===== config.mk =====
export PLATFORM = sky130hd
export DESIGN_NAME = gas_gauge_threshold_counter
export DESIGN_NICKNAME = d
export VERILOG_FILES = /design/src/verilog/gauge_pkg.sv /design/src/verilog/gas_gauge_threshold_counter.sv /design/src/verilog/count_scaler.sv /design/src/verilog/resume_timer.sv
export SDC_FILE = /design/constraint.sdc
export NUM_CORES = 1
export LEC_CHECK = 0
export ABC_AREA = 0
export BUFFER_PORTS_ARGS = -buffer_cell sky130_fd_sc_hd__buf_2
export CAP_MARGIN = 20
export CORE_ASPECT_RATIO = 0.9
export CORE_MARGIN = 1
export CORE_UTILIZATION = 40
export CTS_BUF_LIST = sky130_fd_sc_hd__clkbuf_16
export CTS_CLUSTER_DIAMETER = 100
export DETAILED_ROUTE_END_ITERATION = 12
export GPL_ROUTABILITY_DRIVEN = 0
export HOLD_SLACK_MARGIN = 0.06
export PLACE_DENSITY = 0.69
export REMOVE_ABC_BUFFERS = 1
export SLEW_MARGIN = 5
export SYNTH_ARGS = -nofsm -noshare
export SYNTH_HDL_FRONTEND = slang
export SYNTH_SLANG_ARGS = --single-unit
export TNS_END_PERCENT = 100

===== constraint.sdc =====
create_clock -name MCLK_I -period 7.7 [get_ports MCLK_I]
set_input_delay 1.155 -clock MCLK_I [delete_from_list [all_inputs] [get_ports MCLK_I]]
set_output_delay 1.155 -clock MCLK_I [all_outputs]
set_load 0.02 [all_outputs]

===== src/verilog/gauge_pkg.sv =====
package gauge_pkg;

  // ----------------------------------------------------------------
  // voltage levels, all in millivolts of per-cell sense voltage
  // ----------------------------------------------------------------
  localparam int MV_W = 12;
  localparam logic [11:0] EARLY_LEVEL_MV = 12'h41A;
  localparam logic [11:0] EMPTY_LEVEL_MV = 12'h3B6;
  localparam logic [11:0] PRESENT_MV = 12'h064;
  localparam logic [11:0] RESTART_LOW_MV = 12'h0FA;
  localparam logic [11:0] MAX_CELL_MV = 12'h8CA;

  // ----------------------------------------------------------------
  // timing
  // ----------------------------------------------------------------
  localparam int CLK_PERIOD_NS = 10;
  localparam int RESUME_DELAY_MS = 500;
  localparam int RESUME_CYCLES = RESUME_DELAY_MS * 1000000 / CLK_PERIOD_NS;

  // ----------------------------------------------------------------
  // three-level program pin codes
  // ----------------------------------------------------------------
  localparam logic [1:0] LVL_LOW = 2'h0;
  localparam logic [1:0] LVL_FLOAT = 2'h1;
  localparam logic [1:0] LVL_HIGH = 2'h2;

  // ----------------------------------------------------------------
  // programmed full capacity, rows H-H, H-Z, H-L, Z-H ... L-L
  // ----------------------------------------------------------------
  localparam logic [15:0] PFC_TABLE [9] = '{
    16'hC000, 16'hB000, 16'hA000, 16'h9000, 16'h8400,
    16'h7800, 16'h6C00, 16'h6400, 16'h5800
  };

  // ----------------------------------------------------------------
  // counters and temperature code
  // ----------------------------------------------------------------
  localparam logic [15:0] COUNT_ZERO = 16'h0000;
  localparam logic [15:0] COUNT_MAX = 16'hFFFF;
  localparam logic [15:0] STEP_BASE = 16'h0002;
  localparam logic [7:0] LOW_BYTE_CLEAR = 8'h00;
  localparam logic [3:0] TEMP_CODE_MAX = 4'hC;
  localparam int TEMP_FLOOR_C = -30;
  localparam int TEMP_OFFSET_C = 40;
  localparam int TEMP_STEP_C = 10;
  localparam logic [3:0] TEMP_NIBBLE_LOW = 4'h0;
  localparam logic [3:0] TEMP_COLD_CODE = 4'h3;
  localparam logic [3:0] TEMP_WARM_CODE = 4'h7;
  localparam logic [3:0] TEMP_HOT_CODE = 4'h9;

  // ----------------------------------------------------------------
  // compensation weights in sixteenths of a count
  // ----------------------------------------------------------------
  localparam int WEIGHT_W = 5;
  localparam logic [4:0] WEIGHT_FULL = 5'h10;
  localparam logic [4:0] WEIGHT_COLD_CHG = 5'h0C;
  localparam logic [4:0] WEIGHT_FAST_CUT = 5'h02;
  localparam logic [4:0] WEIGHT_COLD_DSG = 5'h0E;
  localparam logic [4:0] WEIGHT_SELF_LOW = 5'h04;
  localparam logic [4:0] WEIGHT_SELF_MID = 5'h08;
  localparam int DISPLAY_BARS = 5;

endpackage


===== src/verilog/gas_gauge_threshold_counter.sv =====
`timescale 1ns/1ps
module gas_gauge_threshold_counter
  import gauge_pkg::*;
#(
  parameter int RESUME_COUNT = RESUME_CYCLES
) (
  input wire logic MCLK_I,
  input wire logic SRST_I,
  input wire logic [MV_W-1:0] CELL_MV_I,
  input wire logic HEAVY_DISCHARGE_I,
  input wire logic THRESH_WR_I,
  input wire logic [MV_W-1:0] EARLY_LEVEL_I,
  input wire logic [MV_W-1:0] EMPTY_LEVEL_I,
  input wire logic RESET_CMD_I,
  input wire logic signed [7:0] TEMP_C_I,
  input wire logic FAST_RATE_I,
  input wire logic CHARGE_EVENT_I,
  input wire logic DISCHARGE_EVENT_I,
  input wire logic SELF_DISCHARGE_EVENT_I,
  input wire logic [1:0] PROG1_I,
  input wire logic [1:0] PROG2_I,
  input wire logic [1:0] PROG3_I,
  input wire logic [1:0] PROG4_I,
  output logic [MV_W-1:0] CELL_MV_O,
  output logic [7:0] TEMP_CODE_O,
  output logic [7:0] CHARGE_COUNT_LOW_O,
  output logic [7:0] CHARGE_COUNT_HIGH_O,
  output logic [15:0] DISCHARGE_COUNT_O,
  output logic [15:0] LEARNED_CAPACITY_O,
  output logic [15:0] PROGRAMMED_FULL_CAPACITY_O,
  output logic EARLY_FLAG_O,
  output logic EMPTY_FLAG_O,
  output logic EMPTY_O,
  output logic EMPTY_OE_O,
  output logic FAULT_O,
  output logic BATT_PRESENT_O,
  output logic VALID_CHARGE_O,
  output logic [DISPLAY_BARS-1:0] DISPLAY_BARS_O
);

  generate
    if (RESUME_COUNT < 1) begin : g_bad_resume
      $error("RESUME_COUNT must be at least one");
    end
  endgenerate

  // ----------------------------------------------------------------
  // decode helpers
  // ----------------------------------------------------------------
  // level index: high 0, float 1, low 2; an illegal code counts as high
  function automatic logic [1:0] lvl_index(input logic [1:0] code);
    unique case (code)
      LVL_LOW: lvl_index = 2'h2;
      LVL_FLOAT: lvl_index = 2'h1;
      default: lvl_index = 2'h0;
    endcase
  endfunction

  function automatic logic [3:0] temp_step(input logic signed [7:0] t);
    int v;
    v = int'(t);
    if (v < TEMP_FLOOR_C) begin
      temp_step = 4'h0;
    end else if (((v + TEMP_OFFSET_C) / TEMP_STEP_C) >= int'(TEMP_CODE_MAX)) begin
      temp_step = TEMP_CODE_MAX;
    end else begin
      temp_step = 4'((v + TEMP_OFFSET_C) / TEMP_STEP_C);
    end
  endfunction

  // ----------------------------------------------------------------
  // reset triggers and sampled voltage
  // ----------------------------------------------------------------
  logic [MV_W-1:0] cell_prev_reg, cell_prev_next;
  logic trig_reg, trig_next;
  logic rst;

  always_comb begin
    cell_prev_next = CELL_MV_I;
    trig_next = ((cell_prev_reg < RESTART_LOW_MV) && (CELL_MV_I >= RESTART_LOW_MV))
      || ((cell_prev_reg > MAX_CELL_MV) && (CELL_MV_I <= MAX_CELL_MV))
      || RESET_CMD_I;
  end

  // the previous sample sees only the pin reset, so a restart cannot retrigger itself
  always_ff @(posedge MCLK_I) begin
    if (SRST_I) begin
      cell_prev_reg <= '0;
      trig_reg <= 1'b0;
    end else begin
      cell_prev_reg <= cell_prev_next;
      trig_reg <= trig_next;
    end
  end

  assign rst = SRST_I | trig_reg;

  // ----------------------------------------------------------------
  // temperature and compensation
  // ----------------------------------------------------------------
  logic [3:0] tcode;
  logic [WEIGHT_W-1:0] w_chg, w_dsg, w_self;
  logic tick_chg, tick_dsg, tick_self;

  // rate only affects charge and discharge
  always_comb begin
    tcode = temp_step(TEMP_C_I);
    w_chg = (tcode <= TEMP_COLD_CODE) ? WEIGHT_COLD_CHG : WEIGHT_FULL;
    if (FAST_RATE_I) begin
      w_chg = w_chg - WEIGHT_FAST_CUT;
    end
    w_dsg = (tcode <= TEMP_COLD_CODE) ? WEIGHT_COLD_DSG : WEIGHT_FULL;
    if (FAST_RATE_I) begin
      w_dsg = w_dsg - WEIGHT_FAST_CUT;
    end
    if (tcode >= TEMP_HOT_CODE) begin
      w_self = WEIGHT_FULL;
    end else if (tcode >= TEMP_WARM_CODE) begin
      w_self = WEIGHT_SELF_MID;
    end else begin
      w_self = WEIGHT_SELF_LOW;
    end
  end

  count_scaler u_chg (
    .clk_i(MCLK_I),
    .rst_i(rst),
    .event_i(CHARGE_EVENT_I),
    .weight_i(w_chg),
    .tick_o(tick_chg)
  );

  count_scaler u_dsg (
    .clk_i(MCLK_I),
    .rst_i(rst),
    .event_i(DISCHARGE_EVENT_I),
    .weight_i(w_dsg),
    .tick_o(tick_dsg)
  );

  count_scaler u_self (
    .clk_i(MCLK_I),
    .rst_i(rst),
    .event_i(SELF_DISCHARGE_EVENT_I),
    .weight_i(w_self),
    .tick_o(tick_self)
  );

  // ----------------------------------------------------------------
  // end-of-discharge monitoring gate
  // ----------------------------------------------------------------
  logic monitor_ok;

  resume_timer #(
    .COUNT(RESUME_COUNT)
  ) u_resume (
    .clk_i(MCLK_I),
    .rst_i(rst),
    .hold_i(HEAVY_DISCHARGE_I),
    .ready_o(monitor_ok)
  );

  // ----------------------------------------------------------------
  // gauge state
  // ----------------------------------------------------------------
  logic init_reg, init_next;
  logic [MV_W-1:0] early_lvl_reg, early_lvl_next;
  logic [MV_W-1:0] empty_lvl_reg, empty_lvl_next;
  logic [15:0] nac_reg, nac_next;
  logic [15:0] dcr_reg, dcr_next;
  logic [15:0] lmd_reg, lmd_next;
  logic [15:0] pfc_reg, pfc_next;
  logic [15:0] step_reg, step_next;
  logic up_reg, up_next;
  logic early_reg, early_next;
  logic empty_reg, empty_next;
  logic qual_reg, qual_next;
  logic learned_reg, learned_next;
  logic charging_reg, charging_next;
  logic valid_reg, valid_next;
  logic [16:0] sum;
  logic [15:0] base;
  logic [3:0] idx;
  logic [15:0] dcr_base;
  logic empty_oe_reg;

  always_comb begin
    init_next = 1'b0;
    early_lvl_next = early_lvl_reg;
    empty_lvl_next = empty_lvl_reg;
    nac_next = nac_reg;
    dcr_next = dcr_reg;
    lmd_next = lmd_reg;
    pfc_next = pfc_reg;
    step_next = step_reg;
    up_next = up_reg;
    early_next = early_reg;
    empty_next = empty_reg;
    qual_next = qual_reg;
    learned_next = learned_reg;
    charging_next = charging_reg;
    valid_next = 1'b0;
    base = nac_reg;
    dcr_base = dcr_reg;
    sum = '0;
    idx = '0;
    if (THRESH_WR_I) begin
      early_lvl_next = EARLY_LEVEL_I;
      empty_lvl_next = EMPTY_LEVEL_I;
    end
    if (init_reg) begin
      // program pins pick capacity and step
      idx = 4'(lvl_index(PROG1_I)) * 4'h3 + 4'(lvl_index(PROG2_I));
      pfc_next = PFC_TABLE[idx];
      lmd_next = PFC_TABLE[idx];
      idx = 4'((lvl_index(PROG4_I) == 2'h2) ? 2'h0 : 2'h1) * 4'h3 + 4'(lvl_index(PROG3_I));
      step_next = STEP_BASE << idx;
      nac_next = COUNT_ZERO;
    end else begin
      // a tick at full counts from a cleared register, so it is not lost
      if ((nac_reg == lmd_reg) && (lmd_reg != COUNT_ZERO)) begin
        dcr_base = COUNT_ZERO;
        dcr_next = COUNT_ZERO;
      end
      // flags sampled on the clock edge
      if (monitor_ok && (CELL_MV_I < early_lvl_reg)) begin
        early_next = 1'b1;
      end
      if (monitor_ok && (CELL_MV_I < empty_lvl_reg)) begin
        empty_next = 1'b1;
      end
      // coincident ticks are served charge first; the others are dropped
      if (tick_chg) begin
        charging_next = 1'b1;
        up_next = 1'b1;
        // new climb starts from a clean low byte
        if (!up_reg) begin
          base = {nac_reg[15:8], LOW_BYTE_CLEAR};
        end
        sum = {1'b0, base} + {1'b0, step_reg};
        nac_next = (sum > {1'b0, lmd_reg}) ? lmd_reg : sum[15:0];
        // only a carry into the high byte counts
        if (sum[16:8] != {1'b0, base[15:8]}) begin
          valid_next = 1'b1;
          early_next = 1'b0;
          empty_next = 1'b0;
          qual_next = 1'b0;
          if (early_reg) begin
            nac_next = COUNT_ZERO;
            if (qual_reg) begin
              lmd_next = dcr_reg;
              learned_next = 1'b1;
            end
          end
        end
      end else if (tick_dsg) begin
        charging_next = 1'b0;
        up_next = 1'b0;
        nac_next = (nac_reg < step_reg) ? COUNT_ZERO : nac_reg - step_reg;
        if (!early_reg) begin
          sum = {1'b0, dcr_base} + {1'b0, step_reg};
          dcr_next = sum[16] ? COUNT_MAX : sum[15:0];
        end
      end else if (tick_self) begin
        up_next = 1'b0;
        nac_next = (nac_reg < step_reg) ? COUNT_ZERO : nac_reg - step_reg;
        if (!early_reg && (nac_reg != COUNT_ZERO)) begin
          sum = {1'b0, dcr_base} + {1'b0, step_reg};
          dcr_next = sum[16] ? COUNT_MAX : sum[15:0];
        end
      end
      // full battery opens a new qualified discharge
      if ((nac_reg == lmd_reg) && (lmd_reg != COUNT_ZERO)) begin
        qual_next = 1'b1;
      end
    end
  end

  always_ff @(posedge MCLK_I) begin
    if (rst) begin
      init_reg <= 1'b1;
      early_lvl_reg <= EARLY_LEVEL_MV;
      empty_lvl_reg <= EMPTY_LEVEL_MV;
      nac_reg <= COUNT_ZERO;
      dcr_reg <= COUNT_ZERO;
      lmd_reg <= COUNT_ZERO;
      pfc_reg <= COUNT_ZERO;
      step_reg <= STEP_BASE;
      up_reg <= 1'b0;
      early_reg <= 1'b0;
      empty_reg <= 1'b0;
      qual_reg <= 1'b0;
      learned_reg <= 1'b0;
      charging_reg <= 1'b0;
      valid_reg <= 1'b0;
      empty_oe_reg <= 1'b1;
    end else begin
      init_reg <= init_next;
      early_lvl_reg <= early_lvl_next;
      empty_lvl_reg <= empty_lvl_next;
      nac_reg <= nac_next;
      dcr_reg <= dcr_next;
      lmd_reg <= lmd_next;
      pfc_reg <= pfc_next;
      step_reg <= step_next;
      up_reg <= up_next;
      early_reg <= early_next;
      empty_reg <= empty_next;
      qual_reg <= qual_next;
      learned_reg <= learned_next;
      charging_reg <= charging_next;
      valid_reg <= valid_next;
      empty_oe_reg <= ~empty_next;
    end
  end

  // ----------------------------------------------------------------
  // output registers
  // ----------------------------------------------------------------
  logic [MV_W-1:0] cell_out_reg;
  logic [7:0] temp_out_reg;
  logic fault_reg, present_reg;
  logic [DISPLAY_BARS-1:0] bars_reg, bars_next;

  // bar k lit when five times charge exceeds k times reference
  genvar k;
  generate
    for (k = 0; k < DISPLAY_BARS; k++) begin : g_bar
      always_comb begin
        bars_next[k] = (19'(nac_reg) * 19'(DISPLAY_BARS)) > (19'(lmd_reg) * 19'(k));
      end
    end
  endgenerate

  always_ff @(posedge MCLK_I) begin
    if (rst) begin
      cell_out_reg <= '0;
      temp_out_reg <= '0;
      fault_reg <= 1'b0;
      present_reg <= 1'b0;
      bars_reg <= '0;
    end else begin
      cell_out_reg <= CELL_MV_I;
      temp_out_reg <= {tcode, TEMP_NIBBLE_LOW};
      fault_reg <= charging_reg && (CELL_MV_I > MAX_CELL_MV);
      present_reg <= CELL_MV_I > PRESENT_MV;
      bars_reg <= (nac_reg == COUNT_ZERO) ? '0 : bars_next;
    end
  end

  assign CELL_MV_O = cell_out_reg;
  assign TEMP_CODE_O = temp_out_reg;
  assign CHARGE_COUNT_LOW_O = nac_reg[7:0];
  assign CHARGE_COUNT_HIGH_O = nac_reg[15:8];
  assign DISCHARGE_COUNT_O = dcr_reg;
  assign LEARNED_CAPACITY_O = lmd_reg;
  assign PROGRAMMED_FULL_CAPACITY_O = pfc_reg;
  assign EARLY_FLAG_O = early_reg;
  assign EMPTY_FLAG_O = empty_reg;
  // open drain pulls low until empty, then floats
  assign EMPTY_O = 1'b0;
  assign EMPTY_OE_O = empty_oe_reg;
  assign FAULT_O = fault_reg;
  assign BATT_PRESENT_O = present_reg;
  assign VALID_CHARGE_O = valid_reg;
  assign DISPLAY_BARS_O = bars_reg;

endmodule // gas_gauge_threshold_counter


===== src/verilog/count_scaler.sv =====
`timescale 1ns/1ps
module count_scaler
  import gauge_pkg::*;
(
  input wire logic clk_i,
  input wire logic rst_i,
  input wire logic event_i,
  input wire logic [WEIGHT_W-1:0] weight_i,
  output logic tick_o
);

  logic [WEIGHT_W-1:0] acc_reg, acc_next;
  logic tick_reg, tick_next;
  logic [WEIGHT_W:0] sum;

  // ----------------------------------------------------------------
  // fractional accumulator
  // ----------------------------------------------------------------
  // weights above one full count would lose ticks, so they are capped
  always_comb begin
    acc_next = acc_reg;
    tick_next = 1'b0;
    sum = {1'b0, acc_reg} + {1'b0, (weight_i > WEIGHT_FULL) ? WEIGHT_FULL : weight_i};
    if (event_i) begin
      if (sum >= {1'b0, WEIGHT_FULL}) begin
        tick_next = 1'b1;
        acc_next = WEIGHT_W'(sum - {1'b0, WEIGHT_FULL});
      end else begin
        acc_next = sum[WEIGHT_W-1:0];
      end
    end
  end

  always_ff @(posedge clk_i) begin
    if (rst_i) begin
      acc_reg <= '0;
      tick_reg <= 1'b0;
    end else begin
      acc_reg <= acc_next;
      tick_reg <= tick_next;
    end
  end

  assign tick_o = tick_reg;

endmodule // count_scaler


===== src/verilog/resume_timer.sv =====
`timescale 1ns/1ps
module resume_timer
  import gauge_pkg::*;
#(
  parameter int COUNT = RESUME_CYCLES
) (
  input wire logic clk_i,
  input wire logic rst_i,
  input wire logic hold_i,
  output logic ready_o
);

  localparam int CW = $clog2(COUNT + 1);

  logic [CW-1:0] cnt_reg, cnt_next;
  logic ready_reg, ready_next;

  generate
    if (COUNT < 1) begin : g_bad_count
      $error("resume_timer needs COUNT of at least one");
    end
  endgenerate

  // ----------------------------------------------------------------
  // hold-off counter
  // ----------------------------------------------------------------
  always_comb begin
    cnt_next = cnt_reg;
    ready_next = ready_reg;
    if (hold_i) begin
      cnt_next = '0;
      ready_next = 1'b0;
    end else if (!ready_reg) begin
      if (cnt_reg == CW'(COUNT - 1)) begin
        ready_next = 1'b1;
      end else begin
        cnt_next = cnt_reg + CW'(1);
      end
    end
  end

  always_ff @(posedge clk_i) begin
    if (rst_i) begin
      cnt_reg <= '0;
      ready_reg <= 1'b1;
    end else begin
      cnt_reg <= cnt_next;
      ready_reg <= ready_next;
    end
  end

  assign ready_o = ready_reg;

endmodule // resume_timer


## After elaboration in Yosys (flattened, before gate mapping)

Memory sizes are Yosys's and may differ from the RTL's.
Cells that the tools add are included.

| storage, ports and cells | value |
|---|---|
| register bits | 197 |
| memories kept | 1 |
| ROM bits | 256 |
| output and inout port bits | 96 |
| logic and storage cells | 206 |

| cells by class | value |
|---|---|
| reduce and logical (&&, ||, !) cells | 37 |
| equal/unequal tests | 8 |
| divide/modulo/power cells | 1 |
| order comparisons | 27 |
| $mul | 4 |
| bitwise gates (word level) | 10 |
| add/subtract/negate cells | 15 |
| muxes and demuxes | 71 |
| shift-type cells | 1 |

Memories:

| memory | depth | width | rd ports | clocked after Yosys merged registers in | write ports | line | RTL |
|---|---|---|---|---|---|---|---|
| (name not given) | 16 | 16 | 1 | 0 | 0 | gas_gauge_threshold_counter.sv:215 | `lmd_next = PFC_TABLE[idx];` |

Operators with widths:

| cell | number |
|---|---|
| two-way mux 16 bit | 24 |
| two-way mux 5 bit | 11 |
| greater-than comparator 19 x 18 -> 1 bit | 2 |
| adder 16 x 16 -> 17 bit | 2 |
| divider 32 x 5 -> 32 bit, second input constant | 1 |
| >= comparator 32 x 5 -> 1 bit, second input constant | 1 |
| nonzero test 16 bit | 2 |
| adder 26 x 1 -> 26 bit, second input constant | 1 |
| equality test 26 bit, second input constant | 1 |
| greater-than comparator 12 bit, second input constant | 2 |
| < comparator 12 bit | 2 |
| two-way mux 1 bit | 24 |
| greater-than comparator 19 x 1 -> 1 bit, second input constant | 1 |
| greater-than comparator 19 x 16 -> 1 bit | 1 |
| greater-than comparator 19 x 17 -> 1 bit | 1 |
| multiplier 16 x 3 -> 19 bit, second input constant | 1 |
| adder 5 x 5 -> 6 bit | 3 |
| >= comparator 6 x 5 -> 1 bit, second input constant | 3 |
| multiplier 16 x 2 -> 18 bit, second input constant | 1 |
| greater-than comparator 17 x 16 -> 1 bit | 1 |
| equality test 16 bit | 1 |
| zero test 16 bit | 1 |
| < comparator 16 bit | 1 |
| one-hot mux 2 bit (2 select lines) | 4 |
| other kinds (39) | 82 |

## Depth between registers and ports, before layout

| logic depth | value |
|---|---|
| word-level depth | 14 |
| gate-level depth with buffers | 28 |

## By module

From an unflattened synthesis, not the netlist that was laid out.

| unflattened totals | value |
|---|---|
| cells, all modules | 1777 |
| area total of the unflattened synthesis | 14594.0 um^2 |

Modules (own cells, without submodules):

| module | area an instance (um^2) | instances | cells each |
|---|---|---|---|
| gas_gauge_threshold_counter | 11912.7 | 1 | 1476 |
| resume_timer | 1375.1 | 1 | 151 |
| count_scaler | 435.4 | 3 | 50 |

## Least setup slack after synthesis

Ideal clock, no wire load.

| timing path | value |
|---|---|
| path type | input-to-reg |
| start point | in TEMP_C_I[3] |
| end point | reg u_dsg.acc_reg[4] |
| arrival | 6464 ps |
| required time | 7583 ps |
| path slack | 1118 ps |
| library setup time | 117 ps |
| cell stages on the path | 25 |
| path buffers | 1 |
| cells stage by stage | ha_1 > buf_6 > xnor2_1 > nor2_1 > mux2_4 > a311oi_4 > o32ai_2 > nor4_1 > ha_1 > nand2_1 > or4_1 > nand3_1 > o22ai_1 > a211oi_4 > ha_1 > nor2_1 > xnor2_1 > a21boi_0 > ha_1 > ha_1 > fa_1 > nand3b_1 > o21ai_0 > a211oi_1 > a32o_1 |

| between the ends | value |
|---|---|
| cells in the longest elaborated chain, start to end | 14 |
| elaborated cells between the ends (all ways) | 16 |
| those cells by class | 4 x add/sub; 1 x div; 5 x order compare; 6 x mux |

Ends and longest elaborated chain:

| element | line | RTL |
|---|---|---|
| start: declaration | gas_gauge_threshold_counter.sv:15 | `input wire logic signed [7:0] TEMP_C_I,` |
| adder 8 x 7 -> 9 bit | gas_gauge_threshold_counter.sv:64, gas_gauge_threshold_counter.sv:67 |  |
| divider 32 x 5 -> 32 bit | gas_gauge_threshold_counter.sv:64, gas_gauge_threshold_counter.sv:67 |  |
| >= comparator 32 x 5 -> 1 bit | gas_gauge_threshold_counter.sv:64 | `end else if (((v + TEMP_OFFSET_C) / TEMP_STEP_C) >= int'(TEMP_CODE_MAX)) begin` |
| two-way mux 4 bit | gas_gauge_threshold_counter.sv:64 |  |
| two-way mux 4 bit (*) | gas_gauge_threshold_counter.sv:62 | `if (v < TEMP_FLOOR_C) begin` |
| less-or-equal comparator 4 x 2 -> 1 bit (*) | gas_gauge_threshold_counter.sv:112 | `w_dsg = (tcode <= TEMP_COLD_CODE) ? WEIGHT_COLD_DSG : WEIGHT_FULL;` |
| two-way mux 5 bit (*) | gas_gauge_threshold_counter.sv:112 |  |
| subtractor 5 x 2 -> 5 bit | gas_gauge_threshold_counter.sv:114 | `w_dsg = w_dsg - WEIGHT_FAST_CUT;` |
| two-way mux 5 bit (*) | gas_gauge_threshold_counter.sv:113 | `if (FAST_RATE_I) begin` |
| greater-than comparator 5 bit | count_scaler.sv:23 | `sum = {1'b0, acc_reg} + {1'b0, (weight_i > WEIGHT_FULL) ? WEIGHT_FULL : weight_i};` |
| two-way mux 5 bit (*) | count_scaler.sv:23 |  |
| adder 5 x 5 -> 6 bit (*) | count_scaler.sv:23 |  |
| subtractor 5 bit or >= comparator 6 x 5 -> 1 bit (tied branches) | count_scaler.sv:27, count_scaler.sv:25 |  |
| two-way mux 5 bit (*) | count_scaler.sv:25 | `if (sum >= {1'b0, WEIGHT_FULL}) begin` |
| end signal: assignment | count_scaler.sv:39 | `acc_reg <= acc_next;` |
| end: declaration | count_scaler.sv:12 | `logic [WEIGHT_W-1:0] acc_reg, acc_next;` |

Every way passes the cells marked *; elsewhere a longest branch is shown, timed or not.
A chain may end at the register's enable or synchronous reset.

## Worst setup path in the final report

Ends and elaborated chain as after synthesis.

==> key figures <==
Status
  – Status: finished clean

Synthesis
  – FFs w/ async S/R, synth: 0
  – Syn avg cell area: 8.26 µm²
  – EDFF count, synth: 0
  – Synth Area in Adders: 0.194
  – Post-synthesis compound-gate area fraction: 0.206
  – Post-synthesis simple-gate area fraction: 0.202
  – Yosys warns: 0
  – Cell count after synthesis: 1,736
  – Register area share after synthesis: 0.239
  – Synth Register Bits: 171
  – Netlist cell types: 88
  – Largest family of logic cells by synthesized area: compound AO/OA/AOI/OAI gates
  – Xor/xnor share of the synthesized area: 0.0581
  – Post-synth top flop: dfxtp_1
  – Cell Area, Synth: 14,300 µm²
  – Mux cell area share after synthesis: 0.0428

Clock network
  – CTS tree: built
  – CTS Sinks: 171
  – Clk_lat worst skew: 0.44 ns
  – CTS HTree Levels: 4
  – Num CTS Buffers: 17
  – CTS max path bufs: 2
  – Setup bufs post-CTS: 0
  – Hold_buf cts: 0
  – Clk slew on worst S/H paths: 0.07 ns
  – Root buffer cell: clkbuf_16

Floorplan
  – Die X: 202 µm
  – Std-Cell Rows: 65
  – Initial Util: 0.408
  – Die height: 182 µm
  – Placeable Area: 35,100 µm²
  – I/O Pins: 157
  – DIE AREA: 36,600 µm²

Final layout
  – Commonest non-fill, non-tap cells in the layout: 206 x ha_1, 171 x dfxtp_1, 167 x nor2_1, 141 x buf_2, 115 x inv_1
  – Fillcell total: 3,532
  – Multi-input logic area: 10,100 µm²
  – P&R area growth vs syn: 11.5%
  – Most common cell after layout, fill and taps aside: ha_1
  – Share of post-route cells with drive strength above 1: 0.122
  – Nets@finish: 2,119
  – Finished Layout Cells: 2,325
  – Register Area: 3420 µm²
  – Largest register FFs: 26

Job
  – MaxCap Viol Count: 0

Critical path
  – Critical Path Start Type: input pin
  – Crit path max-delay family: adder cells
  – Worst endpoint required time: 8.03 ns
  – Bufs and invs on worst path: 1
  – Crit-path max cell delay: 0.51 ns
  – Critical Path End Type: flop
  – CP arrival: 7.55 ns
  – Setup CP Type: input pin to flop
  – Cell mode on critical path: ha_1
  – CP max-delay cell: nor4_1
  – Crit Path Max Fanout: 13

Global route
  – Initial antenna violation count: 1
  – GRT Util Overall: 0.211
  – Vias in the first global route: 12,500
  – First-pass GRT wire length: 63,300 µm
  – GR Util met3: 0.0404
  – Largest net degree at the start of global routing: 57
  – Gr busiest metal: met2
  – GR Layer Usage met1: 0.275
  – GR Overflow Total: 0
  – Met2 usage: 0.355

Detailed routing
  – Drt drc: 0
  – Routed len/inst: 16.6 µm
  – Vias per cell: 5.63
  – ANT nets after route: 0
  – Via count: 13,100
  – Initial drt markers: 862
  – Post-Route WL: 38,700 µm
  – First-pass DRT Iterations: 5

Power
  – Cell Pwr Density: 167 nW/µm²
  – VDD IR max: 0.184 mV
  – Static Leakage: 7.33 nW

Timing
  – Slew HR: 0.290
  – Fmax: 0.138 GHz
  – Final period utilization: 0.938
  – Final Hold Vio Count: 0
  – Setup Viol. Count Final: 0
  – Fin. max-slew vios: 0
  – Unrepaired setup endpoints after global routing: false
  – Skew final: 0.00815 ns
  – Post-route setup TNS: 0 ns
  – Actual slew at the worst max-slew pin: 1.06 ns
  – Crit path time final: 7.22 ns

Hold path
  – Hold Crit Class: flop to flop

Place
  – Detailed placer's ending HPWL: 30,200 µm
  – # port buffers: 141
  – Inst Count DP: 2,292
-- metal layers --
metal / routed length, µm / vias to the layer above / part of all wire
met5: 0 / - / 0
met2: 18100 / 319 / 0.47
li1: - / 6460 / -
met4: 723 / 0 / 0.019
met3: 2020 / 61 / 0.052
met1: 17900 / 6260 / 0.46
-- worst register-to-register path, cell delays in order, from the launching register on --
cell       delay [ns]
dfxtp_1          0.59
and2_1           0.25
ha_1             0.24
a21o_1           0.18
a21oi_1          0.24
nor2b_1          0.08
o21a_1           0.19
o41ai_1          0.80
o21bai_1         0.32
and3_1           0.28
xnor2_1          0.19
inv_1            0.07
ha_1             0.31
a22oi_1          0.15
nand2_1          0.09
a2111oi_0        0.39
a21oi_1          0.18
a31oi_2          0.16
buf_4            0.26
mux2_2           0.36
a221oi_1         0.30
nor2_1           0.08
-- path summary, 6_finish.rpt --
| kind | depth (start not counted) | startpoint | to | slack [ns] |
|---|---|---|---|---|
| max | 25 | TEMP_C_I[3] | u_dsg.acc_reg[4] | 0.48 |
| min | 2 | qual_reg | qual_reg | 0.46 |
| max reg2reg | 21 | nac_reg[2] | nac_reg[15] | 1.87 |
| min reg2reg | 2 | qual_reg | qual_reg | 0.46 |
-- Yosys cell counts (all sizes together), types with 10 or more instances --
library cell | n | share of area
o31ai | 11 | 0.0058
nand2b | 13 | 0.0057
o21a | 23 | 0.012
nand3 | 45 | 0.016
a21o | 39 | 0.021
or2 | 12 | 0.0052
nor4 | 17 | 0.0079
ha | 206 | 0.18
o21ai | 92 | 0.032
fa | 10 | 0.014
a22oi | 12 | 0.0063
mux2i | 44 | 0.031
clkbuf | 39 | 0.010
a31oi | 11 | 0.0052
mux2 | 15 | 0.012
nor3 | 33 | 0.012
and2 | 35 | 0.015
or3 | 15 | 0.0065
xnor2 | 48 | 0.029
nor2b | 44 | 0.019
a21oi | 110 | 0.039
xor2 | 47 | 0.029
buf | 37 | 0.017
nor2 | 170 | 0.045
dfxtp | 171 | 0.24
nand4 | 34 | 0.015
nand2 | 97 | 0.025
inv | 116 | 0.030
and3 | 16 | 0.0070
o211ai | 27 | 0.015
a211oi | 20 | 0.012
-- logic make-up (layout without fill, tap and decap cells) --
logic type,after synthesis,count (layout)
and+or+nand+nor,570,570
xor gates and xnor gates,95,95
adders and majority gates,216,216
DFF,171,171
buffers and inverters,192,297
AOI/OAI and AO/OA,432,432
other,1,16
muxes,59,59
-- stage by stage --
stage | util | cell area (µm²) | hold WS (ns) | worst slack, ns | total power [mW]
6_report | 0.455 | 16000 | 0.457 | 0.478 | 2.67
2_1_floorplan | - | 14000 | 0.406 | 0.844 | 1.54
3_5_place_dp | 0.437 | 15400 | 0.450 | 0.0353 | 1.77
3_3_place_gp | 0.437 | 15400 | 0.439 | 0.343 | 1.75
5_1_grt | 0.455 | 16000 | 0.491 | 0.0756 | 2.82
4_1_cts | 0.455 | 16000 | 0.459 | 0.508 | 2.68
-- where the power goes --
part,internal [mW],leakage (nW),switching (mW)
Sequential,0.922,1.39,0.0381
Clock,0.517,0.295,0.392
Combinational,0.318,5.64,0.483
Total,1.76,7.33,0.913
-- area by class of cell --
type                       count  area share
tap                          469      0.0367
clock buffer                  17      0.0266
timing repair buffer         149      0.0479
inverter                     116      0.0273
sequential                   171       0.214
antenna                        1    0.000157
multi-input combinational   1387       0.635
clock inverter                15      0.0120
-- timing repair --
item	in CTS	in global routing
endpoints found under the setup margin	0	1
gates resized for setup	0	1
endpoints found under the hold margin	0	0
No activity file was read; power rests on OpenSTA's default activity.
